## src/hw/aem_pkg.sv

```systemverilog
package aem_pkg;
  // Number of supervised axes (X, Y, Z, E and one spare drive-enable line).
  localparam int NUM_AXES = 5;
  // Error code issued when a traverse needs a prior reference approach.
  localparam logic [7:0] ERR_FUNC_DISABLED = 8'hEB;
  // Error code value meaning no error.
  localparam logic [7:0] ERR_NONE = 8'h00;
  // Operating modes as presented by the controller.
  typedef enum logic [1:0] {
    AEM_MODE_IDLE = 2'h0,
    AEM_MODE_AUTO = 2'h1,
    AEM_MODE_JOG = 2'h3,
    AEM_MODE_BLOCK = 2'h2
  } aem_mode_t;
  // Scan-cycle state of the bypass latch, Gray ordered.
  typedef enum logic [1:0] {
    AEM_BYP_OFF = 2'h0,
    AEM_BYP_ARMED = 2'h1,
    AEM_BYP_ON = 2'h3
  } aem_byp_state_t;
endpackage

```

## src/hw/aem_axis_if.sv

```systemverilog
`timescale 1ns/1ps
// Per-axis supervision state passed from the top to the motion checker.
interface aem_axis_if #(parameter int N = aem_pkg::NUM_AXES);
  // Encoder supervision switched off for this axis.
  logic [N-1:0] unsup;
  // Axis has completed a reference approach.
  logic [N-1:0] refd;
  // Warning and error flags per axis from the checker.
  logic [N-1:0] warn;
  logic [N-1:0] err;
  modport top (output unsup, output refd, input warn, input err);
  modport chk (input unsup, input refd, output warn, output err);
endinterface

```

## src/hw/aem_motion_check.sv

```systemverilog
`timescale 1ns/1ps
// Combinational classification of a traverse on unsupervised axes.
module aem_motion_check #(
  parameter int N = aem_pkg::NUM_AXES
) (
  // Axis state.
  aem_axis_if.chk ax,
  // Traverse request context.
  input wire logic [N-1:0] i_move,
  input wire logic i_swlim_on,
  input wire aem_pkg::aem_mode_t i_mode
);
  // One flag per axis keeps each message tied to its own axis.
  genvar g;
  generate
    for (g = 0; g < N; g++) begin : g_ax
      always_comb begin
        ax.warn[g] = 1'b0;
        ax.err[g] = 1'b0;
        if (ax.unsup[g] && i_move[g]) begin
          if (!i_swlim_on) begin
            // Any active mode gives the measuring-system warning.
            ax.warn[g] = (i_mode != aem_pkg::AEM_MODE_IDLE);
          end else if (i_mode == aem_pkg::AEM_MODE_JOG) begin
            ax.warn[g] = 1'b1;
          end else if (i_mode == aem_pkg::AEM_MODE_AUTO ||
                       i_mode == aem_pkg::AEM_MODE_BLOCK) begin
            // A referenced axis may still be traversed.
            ax.err[g] = !ax.refd[g];
          end
        end
      end
    end
  endgenerate
endmodule

```

## src/hw/aem_top.sv

```systemverilog
`timescale 1ns/1ps
// Contract
// - Supervision off only with bypass and drive low.
// - Bypass acts after current scan cycle ends.
// - Drive enable rising resumes supervision immediately.
// - Bypass release clears all pending alarms.
// - Disconnected encoder alarms unless bypassed and disabled.
// - Reference approach allowed while supervision off.
// - Limits off, any active mode traverse warns.
// - Limits on, jog traverse also warns.
// - Limits on, programmed traverse needs reference.
// - Every warning or error names its axis.
// - Bypass level shown as last status entry.
module aem_top #(
  parameter int N = aem_pkg::NUM_AXES,
  parameter int STAT_W = 8
) (
  // Clock and reset.
  input wire logic i_clk_sys,
  input wire logic i_reset_n,
  // Controller interface.
  input wire logic i_bypass,
  input wire logic i_scan_end,
  input wire logic [N-1:0] i_drive_en,
  // Encoder connection status from the axes.
  input wire logic [N-1:0] i_enc_ok,
  // Motion context.
  input wire logic [N-1:0] i_move,
  input wire logic [N-1:0] i_ref_move,
  input wire logic [N-1:0] i_ref_done,
  input wire logic i_swlim_on,
  input wire aem_pkg::aem_mode_t i_mode,
  // Other input levels for the status list.
  input wire logic [STAT_W-2:0] i_status_in,
  // Results.
  output logic [N-1:0] o_supervised,
  output logic [N-1:0] o_alarm,
  output logic [N-1:0] o_warn,
  output logic [N-1:0] o_err,
  output logic [7:0] o_err_code,
  output logic [N-1:0] o_ref_allowed,
  output logic [STAT_W-1:0] o_status
);
  // Whole module state in one record.
  typedef struct packed {
    logic [2:0] byp_sync;
    logic [2:0] scan_sync;
    logic byp_q;
    aem_pkg::aem_byp_state_t byp_st;
    logic [N-1:0] refd;
    logic [N-1:0] sup;
    logic [N-1:0] alarm;
    logic [N-1:0] warn;
    logic [N-1:0] err;
    logic [7:0] err_code;
    logic [N-1:0] ref_ok;
    logic [STAT_W-1:0] status;
  } aem_state_t;

  aem_state_t st;
  aem_state_t next_st;
  // Bypass level accepted by the synchroniser.
  logic byp_lvl;
  // Scan end accepted as a level.
  logic scan_lvl;
  // Bypass effective for supervision decisions.
  logic byp_eff;
  aem_axis_if #(.N(N)) ax ();

  // Axis state handed to the checker.
  assign ax.unsup = ~st.sup;
  assign ax.refd = st.refd;

  aem_motion_check #(.N(N)) u_check (
    .ax(ax),
    .i_move(i_move),
    .i_swlim_on(i_swlim_on),
    .i_mode(i_mode)
  );

  // A bypass change counts only once the second and third stages agree; scan end needs both stages high.
  always_comb begin
    byp_lvl = (st.byp_sync[1] == st.byp_sync[2]) ? st.byp_sync[2] : st.byp_q;
    scan_lvl = st.scan_sync[1] & st.scan_sync[2];
    byp_eff = (st.byp_st == aem_pkg::AEM_BYP_ON);
  end

  // Next-state logic.
  always_comb begin
    next_st = st;
    next_st.byp_sync = {st.byp_sync[1:0], i_bypass};
    next_st.scan_sync = {st.scan_sync[1:0], i_scan_end};
    next_st.byp_q = byp_lvl;
    // A set request waits for the scan boundary, a release acts at once.
    case (st.byp_st)
      aem_pkg::AEM_BYP_OFF: begin
        if (byp_lvl) begin
          next_st.byp_st = aem_pkg::AEM_BYP_ARMED;
        end
      end
      aem_pkg::AEM_BYP_ARMED: begin
        if (!byp_lvl) begin
          next_st.byp_st = aem_pkg::AEM_BYP_OFF;
        end else if (scan_lvl) begin
          next_st.byp_st = aem_pkg::AEM_BYP_ON;
        end
      end
      aem_pkg::AEM_BYP_ON: begin
        if (!byp_lvl) begin
          next_st.byp_st = aem_pkg::AEM_BYP_OFF;
        end
      end
      default: begin
        next_st.byp_st = aem_pkg::AEM_BYP_OFF;
      end
    endcase
    // Supervision drops only for disabled drives; an enabled drive resumes it.
    next_st.sup = ~({N{byp_eff}} & ~i_drive_en);
    // Reference completion is remembered per axis.
    next_st.refd = st.refd | i_ref_done;
    // Reference approach stays permitted regardless of supervision.
    next_st.ref_ok = i_ref_move;
    // Alarms set for missing encoders on supervised axes and stay latched.
    if (st.byp_q && !byp_lvl) begin
      next_st.alarm = '0;
    end else begin
      next_st.alarm = st.alarm | (st.sup & ~i_enc_ok);
    end
    next_st.warn = ax.warn;
    next_st.err = ax.err;
    next_st.err_code = (|ax.err) ? aem_pkg::ERR_FUNC_DISABLED : aem_pkg::ERR_NONE;
    // Bypass level sits in the top bit, the last entry of the list.
    next_st.status = {byp_lvl, i_status_in};
  end

  // State register.
  always_ff @(posedge i_clk_sys or negedge i_reset_n) begin
    if (!i_reset_n) begin
      st <= '{byp_st: aem_pkg::AEM_BYP_OFF, sup: '1, default: '0};
    end else begin
      st <= next_st;
    end
  end

  // Outputs straight from flip-flops.
  assign o_supervised = st.sup;
  assign o_alarm = st.alarm;
  assign o_warn = st.warn;
  assign o_err = st.err;
  assign o_err_code = st.err_code;
  assign o_ref_allowed = st.ref_ok;
  assign o_status = st.status;
endmodule

```

## config.mk

```make
export PLATFORM = sky130hd
export DESIGN_NAME = aem_top
export DESIGN_NICKNAME = d
export VERILOG_FILES = /design/src/hw/aem_pkg.sv /design/src/hw/aem_axis_if.sv /design/src/hw/aem_motion_check.sv /design/src/hw/aem_top.sv
export SDC_FILE = /design/constraint.sdc
export NUM_CORES = 1
export LEC_CHECK = 0
export BUFFER_PORTS_ARGS = -buffer_cell sky130_fd_sc_hd__buf_2
export CAP_MARGIN = 5
export CORE_ASPECT_RATIO = 0.9
export CORE_MARGIN = 3
export CORE_UTILIZATION = 45
export CTS_CLUSTER_DIAMETER = 100
export CTS_CLUSTER_SIZE = 14
export DETAILED_ROUTE_END_ITERATION = 10
export PLACE_DENSITY = 0.82
export SKIP_CTS_REPAIR_TIMING = 1
export SLEW_MARGIN = 10
export SYNTH_ARGS = -nofsm -noshare
export SYNTH_HDL_FRONTEND = slang
export SYNTH_SLANG_ARGS = --single-unit
```

## constraint.sdc

```tcl
create_clock -name i_clk_sys -period 1.6 [get_ports i_clk_sys]
set_input_delay 0.16 -clock i_clk_sys [delete_from_list [all_inputs] [get_ports i_clk_sys]]
set_output_delay 0.16 -clock i_clk_sys [all_outputs]
set_load 0.005 [all_outputs]
```

==> results of run 1 <==
where the power goes:
group	switching (mW)	internal (mW)
combinational	0.0854	0.106
sequential	0.0185	1.23
clock	0.383	0.393
total	0.487	1.73
final timing paths:
check | from | to | slack (ns) | cells after the start
min reg2reg | next_st[50] | next_st[51] | 0.36 | 0
max | o_supervised[2] | o_err_code[6] | 0.23 | 3
min in group asynchronous | i_reset_n | o_warn[3] | 0.27 | 2
max in group asynchronous | i_reset_n | o_supervised[4] | 0.78 | 3
min | i_drive_en[0] | o_supervised[0] | 0.04 | 2
max reg2reg | o_supervised[2] | o_err_code[6] | 0.23 | 3
routing by layer:
metal | share of wire [%] | GRT usage, % | up-vias
met5 | 0 | 0 | -
met4 | 1.9 | 6.91 | 0
met3 | 8.3 | 4.83 | 7
met2 | 50 | 21.2 | 41
met1 | 40 | 16.9 | 488
li1 | - | - | 529
per-stage QoR:
step | setup slack [ns] | cell area (um^2) | power, mW | hold WS (ns) | util, %
finish | 0.232 | 2250 | 2.22 | 0.0442 | 59.1
floorplan | 0.290 | 1840 | 1.37 | -0.136 | -
global route | 0.153 | 2250 | 2.32 | 0.0323 | 59.1
CTS | 0.231 | 2100 | 2.22 | -0.257 | 55.2
global placement | 0.195 | 2000 | 1.44 | 0.0669 | 52.5
detailed placement | 0.171 | 2000 | 1.45 | 0.0729 | 52.5
kinds of logic (layout without fill, tap and decap cells):
logic type      Yosys count  in the layout  share of synthesized area, %
compound gates            8              8                          2.32
fa+ha+maj                 3              3                          1.91
buf+inv                  50            111                          18.6
flops                    47             47                          64.5
mux                       1              1                         0.546
other cells               1              2                         0.205
simple gates             35             35                          11.9
sequential cells by signal (all words and copies together), names as in the netlist:
| register | cells |
|---|---|
| o_err_code | 1 |
| st | 5 |
| o_alarm | 5 |
| o_err | 5 |
| o_status | 7 |
| ax.refd | 5 |
| o_ref_allowed | 5 |
| next_st | 4 |
| o_warn | 5 |
| o_supervised | 5 |
cell type report:
cell class	instances	area, um^2
clock buffer	7	96.3
clock inverter	1	7.51
fill	323	1560
inverter	9	33.8
multi-input combinational	49	313
sequential	47	1180
tap	46	57.6
timing repair buffer	94	563
worst register-to-register path, delay by kind of cell, from the launching register on:
family           cells  cell delay, ns
AND/OR/NAND/NOR      3            0.70
flip-flops           1            0.54
Yosys cell counts (all sizes together) (2+ instances only):
cell / instances
nor3: 3
or2: 10
dfrtp: 42
a21oi: 7
dfstp: 5
inv: 9
nor3b: 4
nand2b: 3
nor2: 10
or3b: 2
buf: 41
ha: 2
==> flow_metrics.env, run 1 <==
export IMPL_insertion_delay_ns=0.30
export IMPL_required_ns=1.78
export IMPL_synthCells=145
export IMPL_critPathLaunchType="flip-flop"
export IMPL_yosys_top_cells_area="dfrtp_1 57%, buf_4 17%, dfstp_2 7.2%"
export IMPL_clk_path_buf_depth=2
export IMPL_place_gp_congestion=0.742
export IMPL_synth_seq_area_share_pct=64.5
export IMPL_end_kind="flip-flop"
export IMPL_routed_wl_um=3150
export IMPL_avgSynthCellArea_um2=12.6
export IMPL_cp_max_fo=3
export IMPL_final_cells=253
export IMPL_slowest_delay_ns=0.54
export IMPL_maxCapViolations=0
export IMPL_dp_hpwl_um=2380
export IMPL_pin_count=80
export IMPL_clkSinkCount=47
export IMPL_core_um2=3810
export IMPL_peakVddDrop_v=0.000514
export IMPL_drc=0
export IMPL_status="complete, no violations"
export IMPL_diodes=0
export IMPL_cts_tree="done"
export IMPL_synth_top_area_share_pct=57.3
export IMPL_postRouteAntennaNets=0
export IMPL_worstPathCellList="nand2b_1, nor3_2, or4_1"
export IMPL_grt_overflow_total=0
export IMPL_fp_dieH_um=66.6
export IMPL_grt_max_degree=36
export IMPL_vias=1065
export IMPL_arrival_ns=1.55
export IMPL_die_width_um=73.3
export IMPL_start_util_pct=48.1
export IMPL_synth_seq_cells=47
export IMPL_finalHoldViolations=0
export IMPL_avgRoutedWirePerCell_um=12.4
export IMPL_rsz0062_at_grt="false"
export IMPL_powerDensity_nw_per_um2=985
export IMPL_finalMaxSlewViolations=0
export IMPL_critical_path_top_delay_family="simple AND/OR/NAND/NOR gates"
export IMPL_syn_area_um2=1830
export IMPL_grt_pass1_vias=1045
export IMPL_numCtsBuffers=5
export IMPL_std_cell_rows=21
export IMPL_io_buffers=77
export IMPL_cpMaxStageDelayCell="dfstp_2"
export IMPL_cts_htree_levels=2
export IMPL_clockRootBuffer="clkbuf_8"
export IMPL_final_min_clock_period_ns=1.37
export IMPL_grtUsageTotal_pct=13.7
export IMPL_viasPerCell=4.21
export IMPL_antenna_found_initial=0
export IMPL_die_area_um2=4880
export IMPL_p_leak_nw=1.14
export IMPL_max_freq_ghz=0.731
export IMPL_synth_ff_type="dfrtp_1"
export IMPL_clkSlewWorstSetupHoldPaths_ns=0.08
export IMPL_yosysTopAreaCell="dfrtp_1"
export IMPL_dp_cells=230
export IMPL_drtIter0Drc=60
export IMPL_synth_edff_count=0
export IMPL_criticalPathCategory="reg -> reg"
export IMPL_dr_pass1_iters=4
export IMPL_final_setup_tns_ns=0
export IMPL_ys_warn_count=0
export IMPL_final_nets=247
export IMPL_hold_path_class="in -> reg"
export IMPL_mostFrequentLayoutCells="77 x buf_2, 42 x dfrtp_1, 15 x dlygate4sd3_1"
export IMPL_final_common_cell="buf_2"
export IMPL_skew_ns=0.00626
export IMPL_crit_buf_inv=0
export IMPL_synthArstFlopShare_pct=100
export IMPL_synth_cell_types=20
export IMPL_drive_gt1_share_pct=50.2
export IMPL_grt_pass1_wl_um=4840
export IMPL_syn2layout_area_growth_pct=22.9
export IMPL_finalSetupViolCount=0
export IMPL_period_share_pct=85.5
No activity file was read; power rests on OpenSTA's default activity.
==> run 2, diff against run 1 <==
--- a/config.mk
+++ b/config.mk
@@ -10,10 +10,11 @@
 export CORE_ASPECT_RATIO = 0.9
 export CORE_MARGIN = 3
 export CORE_UTILIZATION = 45
+export CTS_BUF_LIST = sky130_fd_sc_hd__clkbuf_4
 export CTS_CLUSTER_DIAMETER = 100
 export CTS_CLUSTER_SIZE = 14
 export DETAILED_ROUTE_END_ITERATION = 10
-export PLACE_DENSITY = 0.82
+export PLACE_DENSITY = 0.75
 export SKIP_CTS_REPAIR_TIMING = 1
 export SLEW_MARGIN = 10
 export SYNTH_ARGS = -nofsm -noshare
==> flow_metrics.env, run 2 (synthesis gave the netlist of run 1 again) <==
export IMPL_required_ns=1.83
export IMPL_pin_count=80
export IMPL_p_leak_nw=1.17
export IMPL_grt_overflow_total=0
export IMPL_place_gp_congestion=0.749
export IMPL_status="complete, no violations"
export IMPL_syn2layout_area_growth_pct=27.2
export IMPL_postRouteAntennaNets=0
export IMPL_drive_gt1_share_pct=47.9
export IMPL_end_kind="flip-flop"
export IMPL_routed_wl_um=3230
export IMPL_grt_max_degree=48
export IMPL_drc=0
export IMPL_dr_wl_met3_um=347
export IMPL_whs_ns=0.0645
export IMPL_insertion_delay_ns=0.35
export IMPL_hold_path_class="in -> reg"
export IMPL_vias=1140
export IMPL_viasPerCell=4.33
export IMPL_maxCapViolations=0
export IMPL_clockRootBuffer="clkbuf_4"
export IMPL_peakVddDrop_v=0.000662
export IMPL_fillers=306
export IMPL_die_area_um2=4880
export IMPL_rsz0062_at_grt="false"
export IMPL_totalPowerFinal_mw=2.18
export IMPL_period_share_pct=85.4
export IMPL_core_um2=3810
export IMPL_finalMaxSlewViolations=0
export IMPL_std_cell_rows=21
export IMPL_start_util_pct=48.1
export IMPL_die_width_um=73.3
export IMPL_antenna_found_initial=0
export IMPL_grtUsageTotal_pct=12.9
export IMPL_finalHoldViolations=0
export IMPL_final_common_cell="buf_2"
export IMPL_max_freq_ghz=0.732
export IMPL_finalSetupViolCount=0
export IMPL_avgRoutedWirePerCell_um=12.3
export IMPL_cpMaxStageDelayCell="dfstp_2"
export IMPL_arrival_ns=1.60
export IMPL_critical_path_top_delay_family="simple AND/OR/NAND/NOR gates"
export IMPL_io_buffers=77
export IMPL_dp_hpwl_um=2260
export IMPL_skew_ns=0.00504
export IMPL_powerDensity_nw_per_um2=933
export IMPL_final_min_clock_period_ns=1.37
export IMPL_grt_pass1_wl_um=4700
export IMPL_clkSinkCount=47
export IMPL_final_nets=257
export IMPL_worstPathCellList="nand2b_1, nor3_2, or4_1"
export IMPL_cts_htree_levels=2
export IMPL_fp_dieH_um=66.6
export IMPL_numCtsBuffers=5
export IMPL_met1Wirelength_um=1230
export IMPL_drtIter0Drc=44
export IMPL_cp_max_fo=3
export IMPL_criticalPathCategory="reg -> reg"
export IMPL_dr_pass1_iters=4
export IMPL_top_layer="met4"
export IMPL_mostFrequentLayoutCells="77 x buf_2, 42 x dfrtp_1, 25 x dlygate4sd3_1"
export IMPL_diodes=0
export IMPL_largest_reg_flops=7
export IMPL_slowest_delay_ns=0.55
export IMPL_multi_input_area_um2=313
export IMPL_critPathLaunchType="flip-flop"
export IMPL_clk_path_buf_depth=2
export IMPL_crit_buf_inv=0
export IMPL_seq_area_um2=1180
export IMPL_wl_met2_um=1630
export IMPL_clkSlewWorstSetupHoldPaths_ns=0.12
export IMPL_cts_tree="done"
export IMPL_grt_pass1_vias=1108
export IMPL_final_setup_tns_ns=0
run 2: cell count changes in the layout (fill, tap and decap cells not counted), sizes merged:
cell,change
dlygate4sd3,+10
bufinv,+1
clkinvlp,-1
run 2: metal layers:
metal / vias up / global-route usage [%]
met1: 524 / 14.4
li1: 552 / -
met4: 0 / 3.46
met2: 61 / 22.1
met3: 3 / 6.03
met5: - / 0
run 2: report_power, final:
group	switching, mW	internal [mW]	leakage, nW
Clock	0.346	0.366	0.0463
Combinational	0.0883	0.123	0.581
Sequential	0.0193	1.23	0.547
run 2: cell type report:
cell class | instances | share of cell area (%)
Multi-Input combinational cell | 49 | 13.4
Sequential cell | 47 | 50.7
Clock buffer | 7 | 2.25
Clock inverter | 1 | 1.29
Tap cell | 46 | 2.47
Timing Repair Buffer | 104 | 28.4
Inverter | 9 | 1.45
run 2: path summary, 6_finish.rpt:
check / end / depth (start not counted) / slack [ns] / start
min in group asynchronous: next_st[51] / 3 / 0.30 / i_reset_n
max in group asynchronous: o_supervised[0] / 3 / 1.03 / i_reset_n
worst min register to register: next_st[51] / 0 / 0.36 / next_st[50]
worst min-delay path: o_warn[3] / 2 / 0.06 / i_move[3]
worst max-delay path: o_err_code[6] / 3 / 0.23 / o_supervised[2]
worst max register to register: o_err_code[6] / 3 / 0.23 / o_supervised[2]
run 2: stage by stage:
stage	area (um^2)	utilization [%]	std cells	setup WS [ns]
finish	2330	61.2	263	0.234
global route	2330	61.2	263	0.177
CTS	2080	54.6	238	0.224
detailed placement	2000	52.5	230	0.165
global placement	2000	52.5	230	0.189
floorplan	1840	-	146	0.290
